<file path="src/hw/spm_pkg.sv">
// Package: constants, types and mode decoding for the SPI master port
`default_nettype none
package spm_pkg;

   // ------------------------------------------------------------
   // Timing
   // ------------------------------------------------------------
   localparam int unsigned CLK_HZ = 20_000_000;
   localparam int unsigned FAULT_TIME_MS = 2300;
   localparam int unsigned FAULT_CYCLES = FAULT_TIME_MS * (CLK_HZ / 1000);
   localparam int unsigned WRITE_WAIT_MS = 5;
   localparam int unsigned WRITE_WAIT_CYCLES = WRITE_WAIT_MS * (CLK_HZ / 1000);

   // ------------------------------------------------------------
   // Bit clock half periods in system clocks
   // ------------------------------------------------------------
   localparam logic [5:0] HALF_FAST = 6'h02;
   localparam logic [5:0] HALF_MEDIUM = 6'h08;
   localparam logic [5:0] HALF_SLOW = 6'h20;

   // ------------------------------------------------------------
   // Bytes and levels
   // ------------------------------------------------------------
   localparam logic [7:0] OP_WRITE_ENABLE = 8'h06;
   localparam logic [7:0] OP_WRITE = 8'h02;
   localparam logic [7:0] OP_READ = 8'h03;
   localparam logic [7:0] RX_FILL = 8'h00;
   localparam logic SDI_IDLE_LEVEL = 1'b1;
   localparam logic [2:0] LAST_BIT = 3'h7;
   localparam logic [2:0] LAST_BYTE = 3'h3;

   // ------------------------------------------------------------
   // Types
   // ------------------------------------------------------------
   typedef enum logic [1:0] {
      SPEED_FAST = 2'h0,
      SPEED_MEDIUM = 2'h1,
      SPEED_SLOW = 2'h2
   } spm_speed_e;

   // Bit 2 late sample, bit 1 idle high, bit 0 edge b
   typedef enum logic [2:0] {
      idle_low_edge_a_mid = 3'h0,
      idle_low_edge_b_mid = 3'h1,
      idle_high_edge_a_mid = 3'h2,
      idle_high_edge_b_mid = 3'h3,
      idle_low_edge_a_late = 3'h4,
      idle_low_edge_b_late = 3'h5,
      idle_high_edge_a_late = 3'h6,
      idle_high_edge_b_late = 3'h7
   } spm_mode_e;

   typedef struct packed {
      logic clock_idle_polarity;
      logic clock_edge_select;
      logic input_sample_point;
      logic [5:0] half;
   } spm_cfg_s;

   typedef struct packed {
      logic off;
      spm_mode_e mode;
      spm_speed_e speed;
   } spm_setup_s;

   typedef struct packed {
      logic write;
      logic [15:0] addr;
      logic [7:0] wdata;
   } spm_mem_s;

   // Turn a setup request into the working configuration
   function automatic spm_cfg_s decode_setup(spm_setup_s s);
      spm_cfg_s c;
      c.clock_idle_polarity = s.mode[1];
      c.clock_edge_select = ~s.mode[0];
      c.input_sample_point = s.mode[2];
      case (s.speed)
         SPEED_FAST: c.half = HALF_FAST;
         SPEED_MEDIUM: c.half = HALF_MEDIUM;
         default: c.half = HALF_SLOW;
      endcase
      return c;
   endfunction

endpackage
`default_nettype wire

</file>
<file path="src/hw/spm_port.sv">
// SPI master port: setup, byte transmit/receive and memory sequencer
// ------------------------------------------------------------
// How it works
// - A receive request clocks one byte in and hands it back, one per request.
// - Transmit requests clock their bytes out one after another in order.
// - No transmit or receive is taken before a setup has enabled the port.
// - A transmit starts only while the input pin sits at its idle level.
// - A wrong input level at transmit start raises the fault flag by itself.
// - A fault lasting 2.3 s pulses a device reset and resets the port.
// - Idle-low modes use polarity 0, edge a sets edge select 1, edge b 0.
// - Idle-high modes use polarity 1, edge a sets edge select 1, edge b 0.
// - Mid variants sample in the middle of the data time, late ones at its end.
// - The bit clock is the system clock divided by 4, 16 or 64.
// - Serial out goes to the peripheral input, its output to serial in.
// - A memory write sends write enable in one frame, then 2, address, data.
// - After a memory write frame ends the sequencer waits 5 ms.
// - A memory read sends 3 and the address, then shifts in the data byte.
// ------------------------------------------------------------
`timescale 1ns/1ps
`default_nettype none
module spm_port #(
   parameter int unsigned FAULT_CYCLES = spm_pkg::FAULT_CYCLES,
   parameter int unsigned WRITE_WAIT_CYCLES = spm_pkg::WRITE_WAIT_CYCLES
) (
   // Clock and reset
   input wire logic clock,
   input wire logic rst,
   // Setup request
   input wire logic setup_valid,
   input wire spm_pkg::spm_setup_s setup_req,
   output logic setup_ready,
   output logic port_enabled,
   // Byte request and answer
   input wire logic cmd_valid,
   input wire logic cmd_rx,
   input wire logic [7:0] cmd_data,
   output logic cmd_ready,
   output logic rsp_valid,
   output logic [7:0] rsp_data,
   // Memory request and answer
   input wire logic mem_valid,
   input wire spm_pkg::spm_mem_s mem_req,
   output logic mem_ready,
   output logic mem_rdata_valid,
   output logic [7:0] mem_rdata,
   output logic mem_select_n,
   // Fault reporting
   output logic spi_fault,
   output logic device_reset,
   // SPI pins
   output logic sck_o,
   output logic sck_oe,
   output logic serial_data_out,
   output logic serial_data_out_oe,
   input wire logic serial_data_in
);

   // ------------------------------------------------------------
   // Declarations
   // ------------------------------------------------------------
   typedef enum logic [1:0] {
      E_IDLE = 2'h0,
      E_A = 2'h1,
      E_B = 2'h3
   } spm_eng_e;

   typedef enum logic [2:0] {
      SQ_IDLE = 3'h0,
      SQ_WREN = 3'h1,
      SQ_GAP = 3'h3,
      SQ_WR = 3'h2,
      SQ_WAIT = 3'h6,
      SQ_RD = 3'h7
   } spm_seq_e;

   logic sdi_meta_ff, sdi_ff;
   logic en_ff;
   spm_pkg::spm_cfg_s cfg_ff;
   spm_eng_e e_state_ff;
   logic [5:0] hcnt_ff;
   logic [2:0] bit_ff;
   logic [7:0] tx_sh_ff, rx_sh_ff, rx_byte_ff;
   logic sck_ff, sdo_ff, done_ff, owner_seq_ff;
   spm_seq_e sq_ff;
   spm_pkg::spm_mem_s mem_ff;
   logic [2:0] idx_ff;
   logic [31:0] wait_ff, fault_cnt_ff;
   logic fault_ff, dev_rst_ff;
   logic [7:0] rdata_ff;
   logic rdata_v_ff;
   logic rsp_v_ff;
   logic [7:0] rsp_ff;
   logic cs_n_ff;

   logic srst, sdi_ok, eng_free, seq_go, seq_rx, user_ok, go, go_rx;
   logic accept, tx_blocked;
   logic [7:0] go_byte, seq_byte, nxt_rx_sh;

   // Port reset also taken on a persistent fault
   assign srst = rst | dev_rst_ff;

   // ------------------------------------------------------------
   // Input synchroniser
   // ------------------------------------------------------------
   // Two stages before the input pin is used
   always_ff @(posedge clock) begin
      sdi_meta_ff <= serial_data_in;
      sdi_ff <= sdi_meta_ff;
   end

   assign sdi_ok = (sdi_ff == spm_pkg::SDI_IDLE_LEVEL);

   // ------------------------------------------------------------
   // Setup
   // ------------------------------------------------------------
   assign setup_ready = eng_free && (sq_ff == SQ_IDLE);

   // Enable and configuration
   always_ff @(posedge clock) begin
      if (srst) begin
         en_ff <= 1'b0;
         cfg_ff <= '0;
      end else if (setup_valid && setup_ready) begin
         en_ff <= ~setup_req.off;
         if (!setup_req.off) begin
            cfg_ff <= spm_pkg::decode_setup(setup_req);
         end
      end
   end

   assign port_enabled = en_ff;

   // ------------------------------------------------------------
   // Request arbitration
   // ------------------------------------------------------------
   assign eng_free = (e_state_ff == E_IDLE) && !done_ff;
   assign user_ok = en_ff && eng_free && (sq_ff == SQ_IDLE) && !mem_valid;
   assign cmd_ready = user_ok && (cmd_rx || sdi_ok);
   assign seq_go = en_ff && eng_free
      && ((sq_ff == SQ_WREN) || (sq_ff == SQ_WR) || (sq_ff == SQ_RD));
   assign seq_rx = (sq_ff == SQ_RD) && (idx_ff == spm_pkg::LAST_BYTE);

   // Byte the sequencer wants next
   always_comb begin
      seq_byte = spm_pkg::RX_FILL;
      case (idx_ff)
         3'h0: begin
            if (sq_ff == SQ_WREN) begin
               seq_byte = spm_pkg::OP_WRITE_ENABLE;
            end else if (sq_ff == SQ_WR) begin
               seq_byte = spm_pkg::OP_WRITE;
            end else begin
               seq_byte = spm_pkg::OP_READ;
            end
         end
         3'h1: seq_byte = mem_ff.addr[15:8];
         3'h2: seq_byte = mem_ff.addr[7:0];
         3'h3: seq_byte = (sq_ff == SQ_WR) ? mem_ff.wdata : spm_pkg::RX_FILL;
         default: seq_byte = spm_pkg::RX_FILL;
      endcase
   end

   assign go = seq_go || (cmd_valid && user_ok);
   assign go_rx = seq_go ? seq_rx : cmd_rx;
   assign go_byte = seq_go ? seq_byte : (cmd_rx ? spm_pkg::RX_FILL : cmd_data);
   assign tx_blocked = go && !go_rx && !sdi_ok;
   assign accept = go && !tx_blocked;

   // ------------------------------------------------------------
   // Byte engine
   // ------------------------------------------------------------
   assign nxt_rx_sh = {rx_sh_ff[6:0], sdi_ff};

   // Shifter, bit clock and sample points
   always_ff @(posedge clock) begin
      if (srst) begin
         e_state_ff <= E_IDLE;
         hcnt_ff <= '0;
         bit_ff <= '0;
         tx_sh_ff <= '0;
         rx_sh_ff <= '0;
         rx_byte_ff <= '0;
         sck_ff <= 1'b0;
         sdo_ff <= 1'b0;
         done_ff <= 1'b0;
         owner_seq_ff <= 1'b0;
      end else begin
         done_ff <= 1'b0;
         case (e_state_ff)
            E_IDLE: begin
               sck_ff <= cfg_ff.clock_idle_polarity;
               if (accept) begin
                  owner_seq_ff <= seq_go;
                  tx_sh_ff <= go_byte;
                  sdo_ff <= go_byte[7];
                  sck_ff <= cfg_ff.clock_edge_select ? cfg_ff.clock_idle_polarity
                     : ~cfg_ff.clock_idle_polarity;
                  hcnt_ff <= cfg_ff.half - 6'h01;
                  bit_ff <= spm_pkg::LAST_BIT;
                  e_state_ff <= E_A;
               end
            end
            E_A: begin
               if (hcnt_ff == 6'h00) begin
                  if (!cfg_ff.input_sample_point) begin
                     rx_sh_ff <= nxt_rx_sh;
                  end
                  sck_ff <= ~sck_ff;
                  hcnt_ff <= cfg_ff.half - 6'h01;
                  e_state_ff <= E_B;
               end else begin
                  hcnt_ff <= hcnt_ff - 6'h01;
               end
            end
            E_B: begin
               if (hcnt_ff == 6'h00) begin
                  if (cfg_ff.input_sample_point) begin
                     rx_sh_ff <= nxt_rx_sh;
                  end
                  hcnt_ff <= cfg_ff.half - 6'h01;
                  if (bit_ff == 3'h0) begin
                     rx_byte_ff <= cfg_ff.input_sample_point ? nxt_rx_sh : rx_sh_ff;
                     sck_ff <= cfg_ff.clock_idle_polarity;
                     done_ff <= 1'b1;
                     e_state_ff <= E_IDLE;
                  end else begin
                     bit_ff <= bit_ff - 3'h1;
                     tx_sh_ff <= {tx_sh_ff[6:0], 1'b0};
                     sdo_ff <= tx_sh_ff[6];
                     sck_ff <= ~sck_ff;
                     e_state_ff <= E_A;
                  end
               end else begin
                  hcnt_ff <= hcnt_ff - 6'h01;
               end
            end
            default: e_state_ff <= E_IDLE;
         endcase
      end
   end

   // Pins released while the port is off
   assign sck_o = sck_ff;
   assign serial_data_out = sdo_ff;
   assign sck_oe = en_ff;
   assign serial_data_out_oe = en_ff;

   // ------------------------------------------------------------
   // User byte answer
   // ------------------------------------------------------------
   // One answer per finished user byte
   always_ff @(posedge clock) begin
      if (srst) begin
         rsp_v_ff <= 1'b0;
         rsp_ff <= '0;
      end else begin
         rsp_v_ff <= done_ff && !owner_seq_ff;
         if (done_ff && !owner_seq_ff) begin
            rsp_ff <= rx_byte_ff;
         end
      end
   end

   assign rsp_valid = rsp_v_ff;
   assign rsp_data = rsp_ff;

   // ------------------------------------------------------------
   // Memory sequencer
   // ------------------------------------------------------------
   assign mem_ready = en_ff && (sq_ff == SQ_IDLE) && eng_free;

   // Frames, byte index, select and write wait
   always_ff @(posedge clock) begin
      if (srst) begin
         sq_ff <= SQ_IDLE;
         mem_ff <= '0;
         idx_ff <= '0;
         wait_ff <= '0;
         cs_n_ff <= 1'b1;
         rdata_ff <= '0;
         rdata_v_ff <= 1'b0;
      end else begin
         rdata_v_ff <= 1'b0;
         case (sq_ff)
            SQ_IDLE: begin
               idx_ff <= '0;
               if (mem_valid && mem_ready) begin
                  mem_ff <= mem_req;
                  cs_n_ff <= 1'b0;
                  sq_ff <= mem_req.write ? SQ_WREN : SQ_RD;
               end
            end
            SQ_WREN: begin
               if (done_ff) begin
                  cs_n_ff <= 1'b1;
                  sq_ff <= SQ_GAP;
               end
            end
            SQ_GAP: begin
               cs_n_ff <= 1'b0;
               sq_ff <= SQ_WR;
            end
            SQ_WR: begin
               if (done_ff) begin
                  idx_ff <= idx_ff + 3'h1;
                  if (idx_ff == spm_pkg::LAST_BYTE) begin
                     cs_n_ff <= 1'b1;
                     wait_ff <= '0;
                     sq_ff <= SQ_WAIT;
                  end
               end
            end
            SQ_WAIT: begin
               if (wait_ff == WRITE_WAIT_CYCLES - 1) begin
                  sq_ff <= SQ_IDLE;
               end else begin
                  wait_ff <= wait_ff + 32'h1;
               end
            end
            SQ_RD: begin
               if (done_ff) begin
                  idx_ff <= idx_ff + 3'h1;
                  if (idx_ff == spm_pkg::LAST_BYTE) begin
                     cs_n_ff <= 1'b1;
                     rdata_ff <= rx_byte_ff;
                     rdata_v_ff <= 1'b1;
                     sq_ff <= SQ_IDLE;
                  end
               end
            end
            default: sq_ff <= SQ_IDLE;
         endcase
      end
   end

   assign mem_rdata = rdata_ff;
   assign mem_rdata_valid = rdata_v_ff;
   assign mem_select_n = cs_n_ff;

   // ------------------------------------------------------------
   // Fault watch
   // ------------------------------------------------------------
   // Count cycles of a blocked transmit, reset on overrun
   always_ff @(posedge clock) begin
      if (rst || dev_rst_ff) begin
         fault_ff <= 1'b0;
         fault_cnt_ff <= '0;
         dev_rst_ff <= 1'b0;
      end else begin
         fault_ff <= tx_blocked;
         if (!tx_blocked) begin
            fault_cnt_ff <= '0;
         end else if (fault_cnt_ff == FAULT_CYCLES - 1) begin
            dev_rst_ff <= 1'b1;
         end else begin
            fault_cnt_ff <= fault_cnt_ff + 32'h1;
         end
      end
   end

   assign spi_fault = fault_ff;
   assign device_reset = dev_rst_ff;

endmodule
`default_nettype wire

</file>
<file path="config.mk">
export PLATFORM = sky130hd
export DESIGN_NAME = spm_port
export DESIGN_NICKNAME = d
export VERILOG_FILES = /design/src/hw/spm_pkg.sv /design/src/hw/spm_port.sv
export SDC_FILE = /design/constraint.sdc
export NUM_CORES = 1
export LEC_CHECK = 0
export BUFFER_PORTS_ARGS = -buffer_cell sky130_fd_sc_hd__buf_2
export CAP_MARGIN = 20
export CORE_MARGIN = 5
export CORE_UTILIZATION = 35
export CTS_BUF_LIST = sky130_fd_sc_hd__clkbuf_4
export DETAILED_ROUTE_END_ITERATION = 10
export SLEW_MARGIN = 20
export SYNTH_ARGS = -nofsm -noshare
export SYNTH_HDL_FRONTEND = slang
export SYNTH_SLANG_ARGS = --single-unit
</file>
<file path="constraint.sdc">
create_clock -name clock -period 6.7 [get_ports clock]
set_input_delay 0.335 -clock clock [delete_from_list [all_inputs] [get_ports clock]]
set_output_delay 0.335 -clock clock [all_outputs]
set_load 0.05 [all_outputs]
</file>
Yosys cells after proc, flatten, opt, wreduce, memory -nomap -nowiden
Cells that the tools add are included.

word-level totals
  bits of input ports = 46
  word-level logic and storage cells = 196
  bits in registers = 165
  output and inout bits = 29

cells by class
  equality and inequality tests = 28
  add/sub/neg operators = 6
  mux-type cells = 61
  bitwise logic cells = 10
  reduce and logical (&&, ||, !) cells = 61

operator list
  operator                 number
  $mux W32                 3
  $add A32 B1 Y32 const B  2
  $pmux W32 S2             1
  $mux W8                  7
  $mux W3                  13
  $eq A32 B17 Y1 const B   1
  $eq A32 B26 Y1 const B   1
  $pmux W8 S4              1
  $pmux W6 S2              2
  $mux W7                  3
  $ne A2 B2 Y1 const B     10
  $pmux W3 S6              1
  $logic_and A1 B1 Y1      17
  $mux W1                  17
  $pmux W8 S2              1
  $pmux W7 S2              1
  $eq A3 B2 Y1 const B     4
  $mux W6                  2
  $pmux W3 S2              2
  $reduce_and A2 Y1        6
  $reduce_and A3 Y1        4
  $reduce_and A4 Y1        3
  $sub A6 B1 Y6 const B    2
  $ne A2 B1 Y1 const B     5
  other kinds (25)         57

Depth between registers and ports, before layout
Gate-level depths: netlist of run 1.

  depth after elaboration = 13
  mapped depth = 10
  mapped depth without buffers = 8

Worst setup path before layout of run 1
Ideal clock, no wire load.

  kind = flip-flop to output port
  from = register en_ff (netlist: port_enabled)
  to = output port cmd_ready
  buffers on the path = 0
  cell stages (with the launch flop) = 4
  required time = 6.365 ns
  path slack = 4.045 ns
  arrival = 2.320 ns
  path through = dfxtp_1 nor4b_2 nand2_1 nor3_1

on the way
  cells in the longest elaborated chain, start to end = 4

RTL lines
  element                            line             RTL
  start: declaration                 spm_port.sv:77   logic en_ff;
  start signal: assignment           spm_port.sv:124  en_ff <= ~setup_req.off;
  $logic_and A1 B1 Y1 (3 in series)  spm_port.sv:137  assign user_ok = en_ff && eng_free && (sq_ff == SQ_IDLE) && !mem_valid;
  $logic_and A1 B1 Y1                spm_port.sv:138  assign cmd_ready = user_ok && (cmd_rx || sdi_ok);
  end: declaration                   spm_port.sv:37   output logic cmd_ready,

Every way passes these cells.

Worst setup path after layout of run 1
  from = register idx_ff[0]
  to = register wait_ff[15]

on the way
  cells in the longest elaborated chain, start to end = 3

RTL lines
  element                      line             RTL
  start: declaration           spm_port.sv:86   logic [2:0] idx_ff;
  start signal: assignment     spm_port.sv:305  idx_ff <= idx_ff + 3'h1;
  start signal: assignment     spm_port.sv:322  idx_ff <= idx_ff + 3'h1;
  $eq A3 B2 Y1                 spm_port.sv:306  if (idx_ff == spm_pkg::LAST_BYTE) begin
  $ne A2 B1 Y1 (no line)       -
  $reduce_and A4 Y1 (no line)  -
  end signal: assignment       spm_port.sv:317  wait_ff <= wait_ff + 32'h1;
  end: declaration             spm_port.sv:87   logic [31:0] wait_ff, fault_cnt_ff;

Every way passes these cells.
A chain may end at the register's enable or synchronous reset.

==> impl_results.md, run 1 <==
- Status: complete, no violations
- Iteration-0 DRC Markers: 394
- Buffers added on ports: 74
- Reg2reg setup slack: 3.47 ns
- Hold_buf cts: 29
- Syn Inst Count: 949
- CP cell instances: ha_1 -> ha_1 -> nor4bb_1 -> buf_4 -> nand2_1 -> nand2_1 -> nor2_1 -> a31o_2
- Fin crit period: 3.23 ns
- Total GRT Usage: 14.5%
- Area share of the largest cell type after synthesis: 42.0%
- RSZ-0062 raised after global routing: no
- Top cell family by delay on the critical path: simple AND/OR/NAND/NOR gates
- Final worst setup slack: 3.47 ns
- Reg2reg end: wait_ff[15]
- Worst Hold Launch: mem_req[8]
- Routability Congestion: 0.789
- Fraction of layout cells with a size suffix above 1: 12.4%
- Non-filler instance count after layout: 1306
- DRT antenna net count: 0
- Reg-to-reg startpoint: idx_ff[0]
- Max Cap Viol: 0
- Syn Nets: 1007
- CP Capture Point: wait_ff[15]
- Number of synthesized flops with an enable pin: 0
- Post-layout util: 40.6%
- Die X: 159 microns
- Cell Area, Synth: 0.00772 sq mm
- TritonRoute pass-1 iters: 4
- Setup TNS Final: 0 ns
- Tot Pwr: 0.00197 W
- Max Transition Viols Final: 0
- FILL cells: 2258
- Final Hold Viols: 0
- CTS tree: yes
- Final setup violation count: 0
- Dpl hpwl: 12300 microns
- Vias per std cell: 5.13
- GRT overflow: 0
- Headroom to the max-slew limit: 28.3%
- Reg area: 0.00324 sq mm
- Synth Flop Type: dfxtp_1
- Setup crit end kind: register
- Worst Hold Class: input port to register
- Unique masters post-synth: 62
- Initial antenna violation count: 1
- Clock transition at path regs: 0.14 ns
- Via count: 6696
- Placed Instances: 1244
- Largest buffer count on any clock path: 2
- VDD IR max: 0.121 mV
- Worst Path Buf+Inv: 1
- Cell row count: 54
- Core area: 0.0218 sq mm
- Yosys top cell by area: dfxtp_1
- Yosys warns: 0
- Vias in the first global route: 6217
- Worst skew pair latency: 0.55 ns
- Top cells by area, synth: dfxtp_1 (42%), nand2_1 (6.5%), nor2_1 (6.1%)
- DRC viols: 0
- CTS buffer count: 17
- CP required: 7.15 ns
- Multi-input logic area: 0.00412 sq mm
- Initial core utilization: 35.5%
- Worst Setup SP: idx_ff[0]
- Crit-path max cell delay: 0.89 ns
- CTS H-Tree Depth: 4
- Skew final: 0.0263 ns
- Layout area overhead: 14.3%
- Critical path peak fanout: 27
- Total Wirelength: 18000 microns
- CP Class: register to register
- Routed length per instance: 13.8 microns
- Post-synthesis sequential element count: 162
- Clk sinks: 162
- I/O Pins: 75
- Worst path slowest cell: nand2_1
- Die area: 0.0251 sq mm
- Synth Area per Inst: 8.14 sq um
- Die height: 159 microns
- Resize count post-CTS: 0
- Post-synthesis sequential area ratio: 42.0%
- PwrDens: 223 mW/mm^2
- Number of nets in the layout: 1070
- Clock Tree Root: clkbuf_4
- Pleak: 3.14 nW
- Highest Clock Rate: 0.310 GHz
- WP depth: 8
- # Post-CTS Setup Buffers: 0
- Largest net degree at the start of global routing: 50
- Reg2reg path depth: 8
- Least-Margin Pin Slew: 1.07 ns
- Async set or reset register ratio after synthesis: 0%
- CP Launch Type: register
- Crit path arrival time: 3.68 ns
- Final worst path period share: 48.1%
- Post-Place Worst Slack: 3.45 ns
- First-pass GRT wire length: 30100 microns
[placed cells by master, fill, tap and decap left out, types with 4 or more instances in the layout]
cell type,count
nand3_1,38
nor3_1,17
or3_1,6
nor2_1,125
a22oi_1,8
inv_8,4
nand4_1,29
xnor2_1,39
inv_1,20
a211oi_1,18
and4_1,6
nand2b_1,9
buf_4,5
and2_1,5
nand2_1,133
mux2i_1,32
ha_1,12
o211ai_1,7
xor2_1,17
a221oi_1,8
nor4_1,11
bufinv_16,4
a31oi_1,4
buf_2,74
dlygate4sd3_1,29
nor2b_1,9
o21ai_0,23
a21oi_1,86
clkbuf_4,17
and3_1,12
dfxtp_1,162
[flip-flops by register name (all words and copies together) (netlist names), 7 cells and up]
name,cells
rx_sh_ff,8
mem_rdata,8
fault_cnt_ff,32
wait_ff,32
rx_byte_ff,8
tx_sh_ff,7
mem_ff,24
rsp_data,8
[synth_stat cells (all sizes together) (2+ instances only)]
library cell	count
dfxtp	162
nand2	133
nor2	125
a21oi	87
clkbuf	40
xnor2	39
nand3	38
mux2i	32
nand4	31
buf	24
o21ai	23
inv	20
a211oi	18
nor3	18
xor2	17
nor4	14
and3	12
ha	12
nand2b	9
nor2b	9
a221oi	8
a22oi	8
and2	7
and4	7
o211ai	7
or3	6
a31oi	4
a32oi	3
nand3b	3
nor4b	3
nor4bb	3
o22ai	3
a21o	2
a31o	2
nand4b	2
o31ai	2
or2	2
[through the flow]
stage	hold WS (ns)	area (sq um)
final	0.0585	8830
after floorplan	0.310	7720
after CTS	0.00504	8830
after global routing	0.0141	8830
after detailed placement	0.318	8190
after global placement	0.314	8190
[logic make-up (layout without fill, tap and decap cells)]
logic type                 count (synthesis)  in the layout  share of synthesized area, %
and+or+nand+nor                          425            425                          26.4
AOI/OAI and AO/OA                        178            178                          14.5
DFF                                      162            162                          42.0
buffers and inverters                     84            160                          4.73
muxes                                     32             32                          4.15
other                                      0              1                             0
xor gates and xnor gates                  56             56                          6.35
adders and majority gates                 12             12                          1.94
[worst reg2reg max path, stage by stage (launching register included)]
cell and delay [ns]:
dfxtp_1 0.42, ha_1 0.18, ha_1 0.25, nor4bb_1 0.32
buf_4 0.23, nand2_1 0.51, nand2_1 0.89, nor2_1 0.09
a31o_2 0.27
[report_power, final]
part / switching, W / internal [W]
Clock: 0.000378 / 0.000309
Sequential: 0.0000387 / 0.000989
Combinational: 0.000159 / 0.0000963
Total: 0.000576 / 0.00139
[final cells by class]
type                       count  area share [%]
timing repair buffer         108            7.91
clock buffer                  17            1.45
antenna                        1          0.0283
tap                          280            3.97
inverter                      20           0.850
clock inverter                15            2.47
multi-input combinational    703            46.6
sequential                   162            36.7
[metal layers]
layer,GRT usage [%],up-vias,share of wire (%)
met5,0,-,0
met4,3.33,0,0.77
met3,3.10,12,3.8
met2,24.0,109,48
met1,19.3,3141,48
li1,-,3434,-
[how the worst min path moves through the flow]
stage	end	slack, ns	depth (start not counted)
final	mem_ff[8]	0.06	3
after global routing	mem_ff[8]	0.01	3
after CTS	mem_ff[8]	0.005	3
after detailed placement	sdi_ff	0.32	0
after global placement	sdi_ff	0.31	0
after floorplan	sdi_ff	0.31	0
Note: power is estimated with default switching activity, not from simulation.
==> inputs of run 2 (changes only) <==
clock period = 2.7 ns   (was 6.7 ns; I/O delays follow)
==> run 2 against run 1 <==
  * First-iteration DRC count is 15% higher
  * Critical path depth unchanged
  * Clock skew barely moved
  * Routed wire length grew 2.8%
  * Sequential power grew 140%
  * Combinational power grew to 2.9 times the previous value
  * Flip-flop and latch count stayed put
  * Final cell count rose by 3.1%
  * Setup slack worse by 3.2 ns
  * Die area unchanged
  * Non-clock buffer count rose by 40
  * Via count increased by 2.4%
  * Largest cell class unchanged
==> impl_results.md, run 2 (same netlist as run 1, synthesis figures left out) <==
- CTS tree: yes
- Vias per std cell: 5.10
- VDD IR max: 0.420 mV
- Dpl hpwl: 12600 microns
- Routability Congestion: 0.809
- Setup crit end kind: register
- Finished Cell Area: 0.00915 sq mm
- Worst Setup SP: idx_ff[0]
- Least-Margin Pin Slew: 0.731 ns
- Placed Area: 0.00836 sq mm
- Die X: 159 microns
- CP required: 3.16 ns
- Routed length per instance: 13.7 microns
- RSZ-0062 raised after global routing: no
- Initial antenna violation count: 1
- Buffers added on ports: 74
- TritonRoute pass-1 iters: 5
- Logic pwr share: 15.4%
- Most common cell after layout, fill and taps aside: dfxtp_1
- Clock transition at path regs: 0.17 ns
- Hold_buf cts: 48
- Pleak: 3.28 nW
- Reg2reg setup slack: 0.30 ns
- CP cell instances: ha_1 -> ha_1 -> nor4bb_1 -> nand2_1 -> buf_4 -> a21oi_2 -> a21oi_1 -> a31o_2
- Final Hold Viols: 0
- Top flop regs: fault_cnt_ff x32, wait_ff x32, mem_ff x24
- Critical path peak fanout: 24
- Resize count post-CTS: 0
- Worst hold slack: 0.197 ns
- Sequential share of power: 52.9%
- Tot Pwr: 0.00476 W
- Via count: 6858
- GRT overflow: 0
- Status: complete, no violations
- Core area: 0.0218 sq mm
- Initial core utilization: 35.5%
- Clk sinks: 162
- Die area: 0.0251 sq mm
- CP Capture Point: wait_ff[15]
- Largest net degree at the start of global routing: 87
- Max Cap Viol: 0
- Fraction of layout cells with a size suffix above 1: 13.9%
- Highest Clock Rate: 0.417 GHz
- Final worst path period share: 88.8%
- Cell Int Power: 0.00324 W
- Fin crit period: 2.40 ns
- Worst skew pair latency: 0.57 ns
- Number of nets in the layout: 1110
- Switching share of power: 31.8%
- Vias in the first global route: 6359
- Skew final: 0.0263 ns
- Worst path most repeated cell: ha_1
- PwrDens: 520 mW/mm^2
- Worst Hold Class: input port to register
- Crit-path max cell delay: 0.44 ns
- DRC viols: 0
- P_sw: 0.00151 W
- Setup TNS Final: 0 ns
- First-pass GRT wire length: 30400 microns
- Die height: 159 microns
- Worst path slowest cell: dfxtp_1
- CTS H-Tree Depth: 4
- Total Wirelength: 18500 microns
- Reg2reg path depth: 8
- Reg2reg end: wait_ff[15]
- Headroom to the max-slew limit: 50.9%
- Clock network power share: 31.7%
- Reg-to-reg startpoint: idx_ff[0]
- Layout area overhead: 18.5%
- # Post-CTS Setup Buffers: 0
- CP Class: register to register
- Commonest non-fill, non-tap cells in the layout: dfxtp_1 (162), nand2_1 (133), nor2_1 (125), a21oi_1 (86), buf_2 (74)
- CTS buffer count: 17
- Clock Tree Root: clkbuf_4
- Max Transition Viols Final: 0
- I/O Pins: 75
- Final setup violation count: 0
- CP Launch Type: register
- Largest buffer count on any clock path: 2
- Crit path arrival time: 2.86 ns
- Worst Hold Launch: mem_valid
- Total GRT Usage: 14.6%
- Cell row count: 54
- Iteration-0 DRC Markers: 455
- DRT antenna net count: 0
[run 2: cell count changes in the layout (fill, tap and decap cells not counted)]
| cell | delta |
|---|---|
| buf_4 | +20 |
| dlygate4sd3_1 | +19 |
| clkinvlp_4 | +4 |
| bufinv_16 | -3 |
| buf_12 | +1 |
| inv_8 | -1 |
| inv_6 | -3 |
| clkinv_8 | +4 |
| clkinv_2 | -1 |
[run 2: through the flow]
stage	std cells	setup slack (ns)	util, %
floorplan	949	0.245	-
global placement	1265	0.376	38.4
detailed placement	1265	0.359	38.4
CTS	1345	0.297	42.1
global route	1346	0.0997	42.1
finish	1346	0.303	42.1
[run 2: cell type report]
| type | instances | area, sq um |
|---|---|---|
| Clock buffer | 17 | 128 |
| Multi-Input combinational cell | 703 | 4120 |
| Fill cell | 2193 | 12600 |
| Inverter | 20 | 75.1 |
| Antenna cell | 1 | 2.50 |
| Timing Repair Buffer | 148 | 1060 |
| Clock inverter | 15 | 180 |
| Tap cell | 280 | 350 |
| Sequential cell | 162 | 3240 |
[run 2: metal layers]
layer | up-vias | part of all wire (%) | GRT usage [%]
li1 | 3513 | - | -
met1 | 3198 | 48 | 19.8
met2 | 132 | 47 | 23.7
met3 | 15 | 4.1 | 2.88
met4 | 0 | 1.2 | 4.10
met5 | - | 0 | 0
[run 2: power groups by stage]
stage	combinational (W)	sequential, W	clock [W]
CTS	0.000732	0.00252	0.00158
global placement	0.000668	0.00257	0
global route	0.000806	0.00253	0.00166
floorplan	0.000499	0.00256	0
finish	0.000731	0.00252	0.00151
detailed placement	0.000670	0.00257	0
[run 2: worst min path at each step]
stage	cells after the start	slack [ns]	endpoint
floorplan	0	0.16	sdi_meta_ff
global placement	1	0.24	sdi_meta_ff
detailed placement	1	0.24	sdi_meta_ff
CTS	5	0.15	mem_ff[4]
global route	2	0.18	sdi_meta_ff
finish	5	0.20	mem_ff[20]
[run 2: critical path, delay by kind of cell (launching register included)]
kind | cells | cell delay, ns
AO/OA/AOI/OAI | 3 | 0.71
adder cells (fa/ha/maj) | 2 | 0.44
buffers and inverters | 1 | 0.23
flip-flops | 1 | 0.44
AND/OR/NAND/NOR | 2 | 0.48
==> inputs of run 3 (changes only) <==
ABC_AREA = 1   (was unset)
==> run 3 against run 2 <==
  * Die area up 5.1%
  * Power up 14%
  * Synthesized cell count up 25%
  * Critical path depth up 2
  * Combinational power up 78%
  * Clock skew up 0.0021 ns
==> impl_results.md, run 3 <==
- Area share of the largest cell type after synthesis: 39.8%
- Number of nets in the layout: 1369
- Clock network power share: 26.1%
- Die X: 163 microns
- Pleak: 3.63 nW
- Routed length per instance: 13.1 microns
- Via count: 7969
- Clock transition at path regs: 0.13 ns
- Setup TNS Final: 0 ns
- I/O Pins: 75
- Max Cap Viol: 0
- Worst hold slack: 0.0735 ns
- Multi-input logic area: 0.00431 sq mm
- Cell with the most instances after synthesis: nand2_1
- Setup crit end kind: register
- Fraction of layout cells with a size suffix above 1: 12.2%
- CTS H-Tree Depth: 4
- Final setup violation count: 0
- Most common cell after layout, fill and taps aside: nand2_1
- Die height: 163 microns
- Final worst path period share: 88.3%
- Least-Margin Pin Slew: 0.576 ns
- Worst Path Buf+Inv: 2
- Syn Nets: 1248
- Post-synthesis sequential element count: 162
- Initial core utilization: 35.7%
- First-pass GRT wire length: 35700 microns
- Commonest non-fill, non-tap cells in the layout: nand2_1 (233), nor2_1 (183), dfxtp_1 (162), a21oi_1 (110), inv_1 (102)
- Critical path peak fanout: 8
- Dpl hpwl: 15400 microns
- Number of synthesized flops with an enable pin: 0
- Worst path slowest cell: dlygate4sd3_1
- Syn Inst Count: 1190
- Die area: 0.0264 sq mm
- Logic pwr share: 24.1%
- Switching share of power: 34.0%
- Core area: 0.0228 sq mm
- P_sw: 0.00184 W
- Worst skew pair latency: 0.55 ns
- Reg2reg setup slack: 0.32 ns
- CP Class: register to register
- # Post-CTS Setup Buffers: 0
- Fin crit period: 2.38 ns
- Layout area overhead: 18.6%
- Largest net degree at the start of global routing: 55
- FILL cells: 2401
- Crit-path max cell delay: 0.57 ns
- Highest Clock Rate: 0.419 GHz
- Cell Area, Synth: 0.00814 sq mm
- Post-synthesis sequential area ratio: 39.8%
- Max Transition Viols Final: 0
- Crit path arrival time: 2.85 ns
- Async set or reset register ratio after synthesis: 0%
- CP cell instances: nor2_2 -> nand2_2 -> nor2_1 -> nand2_1 -> nor2_4 -> inv_1 -> nor2_1 -> nand2_1 -> dlygate4sd3_1 -> a21oi_1
- Clk sinks: 162
- Vias in the first global route: 7431
- PwrDens: 561 mW/mm^2
- Buffers added on ports: 74
- Top post-synthesis cells by count: nand2_1 (233), nor2_1 (185), dfxtp_1 (162), a21oi_1 (110), inv_1 (102)
- CTS buffer count: 17
- Top cells by area, synth: dfxtp_1 (40%), nand2_1 (11%), nor2_1 (8.5%)
- TritonRoute pass-1 iters: 5
- DRC viols: 0
- Yosys top cell by area: dfxtp_1
- Top flop regs: fault_cnt_ff x32, wait_ff x32, mem_ff x24
- Final Hold Viols: 0
- Sequential share of power: 49.8%
- GRT overflow: 0
- Routability Congestion: 0.876
- Headroom to the max-slew limit: 61.2%
- Worst Hold Class: input port to register
- Cell row count: 55
- Largest buffer count on any clock path: 2
- Reg area: 0.00324 sq mm
- Initial antenna violation count: 1
- Vias per std cell: 4.87
- Top cell family by delay on the critical path: simple AND/OR/NAND/NOR gates
- Yosys warns: 0
- Status: complete, no violations
- Total GRT Usage: 16.3%
- Cell Int Power: 0.00358 W
- CP required: 3.17 ns
- Clock Tree Root: clkbuf_4
- CTS tree: yes
- DRT antenna net count: 0
- Total Wirelength: 21500 microns
- CP Launch Type: register
- Synth Flop Type: dfxtp_1
- Synth Area per Inst: 6.84 sq um
- RSZ-0062 raised after global routing: no
- VDD IR max: 0.247 mV
- Unique masters post-synth: 44
- Iteration-0 DRC Markers: 397
- Skew final: 0.0285 ns
==> run 3: cell count changes in the layout (fill, tap and decap cells not counted), moves of 12 or more <==
cell,delta
inv_1,+82
or2_2,+19
nor2_1,+58
nand3_1,+45
xnor2_1,-33
mux2i_1,-30
and3_1,-12
a211oi_1,-17
buf_4,-15
a21oi_1,+24
nand2_1,+100
o21ai_0,+77
==> run 3: worst paths after layout <==
path / startpoint / to / depth (start not counted)
worst min-delay path: cmd_rx / spi_fault / 4
worst max-delay path: sq_ff[1] / cfg_ff[3] / 10
worst max register to register: sq_ff[1] / cfg_ff[3] / 10
worst min register to register: sdi_meta_ff / sdi_ff / 0
==> run 3: per-stage QoR <==
| step | instances | utilization, % | power [W] | setup slack, ns | area [sq um] |
|---|---|---|---|---|---|
| final | 1637 | 42.4 | 0.00542 | 0.315 | 9660 |
| after global routing | 1637 | 42.4 | 0.00578 | 0.0652 | 9660 |
| after CTS | 1636 | 42.3 | 0.00548 | 0.0178 | 9650 |
| after detailed placement | 1548 | 38.7 | 0.00398 | 0.484 | 8810 |
| after global placement | 1548 | 38.7 | 0.00397 | 0.539 | 8810 |
| after floorplan | 1190 | - | 0.00368 | 0.280 | 8140 |
==> run 3: cell type report <==
class	count	share of cell area (%)
clock inverters	11	1.19
inverters	109	4.26
well taps	313	4.06
repair buffers	142	10.7
flip-flops and latches	162	33.6
clock buffers	20	1.56
multi-input cells	879	44.6
diodes	1	0.0259
==> run 3: cell families (layout without fill, tap and decap cells) <==
family	after synthesis	after routing	synth area share (%)
muxes	2	2	0.246
other	0	1	0
AOI/OAI and AO/OA	232	232	14.8
buffers and inverters	149	282	7.45
adders and majority gates	12	12	1.84
DFF	162	162	39.8
and+or+nand+nor	616	616	34.0
xor gates and xnor gates	17	17	1.83
==> run 3: power by group through the flow <==
stage          Clock, W  Sequential, W  Combinational (W)
2_1_floorplan         0        0.00276           0.000914
3_3_place_gp          0        0.00275            0.00121
5_1_grt         0.00158        0.00273            0.00147
4_1_cts         0.00146        0.00270            0.00131
6_report        0.00141        0.00270            0.00130
3_5_place_dp          0        0.00275            0.00123
==> run 3: tightest hold or removal path, cell delays in order <==
cell and delay, ns:
buf_2 0.13, nand2_1 0.11, nand4_4 0.14, nor2_8 0.06
==> run 3: repair_timing <==
item	in CTS	in global routing
hold buffers	57	0
gates resized for setup	0	2
setup endpoints to repair	0	2
hold endpoints to repair	45	0
==> run 3: metal layers <==
metal	up-vias	routed length (microns)	global-route usage, %
li1	4177	-	-
met1	3627	10600	22.0
met2	137	9720	26.3
met3	28	815	2.91
met4	0	419	5.27
met5	-	0	0
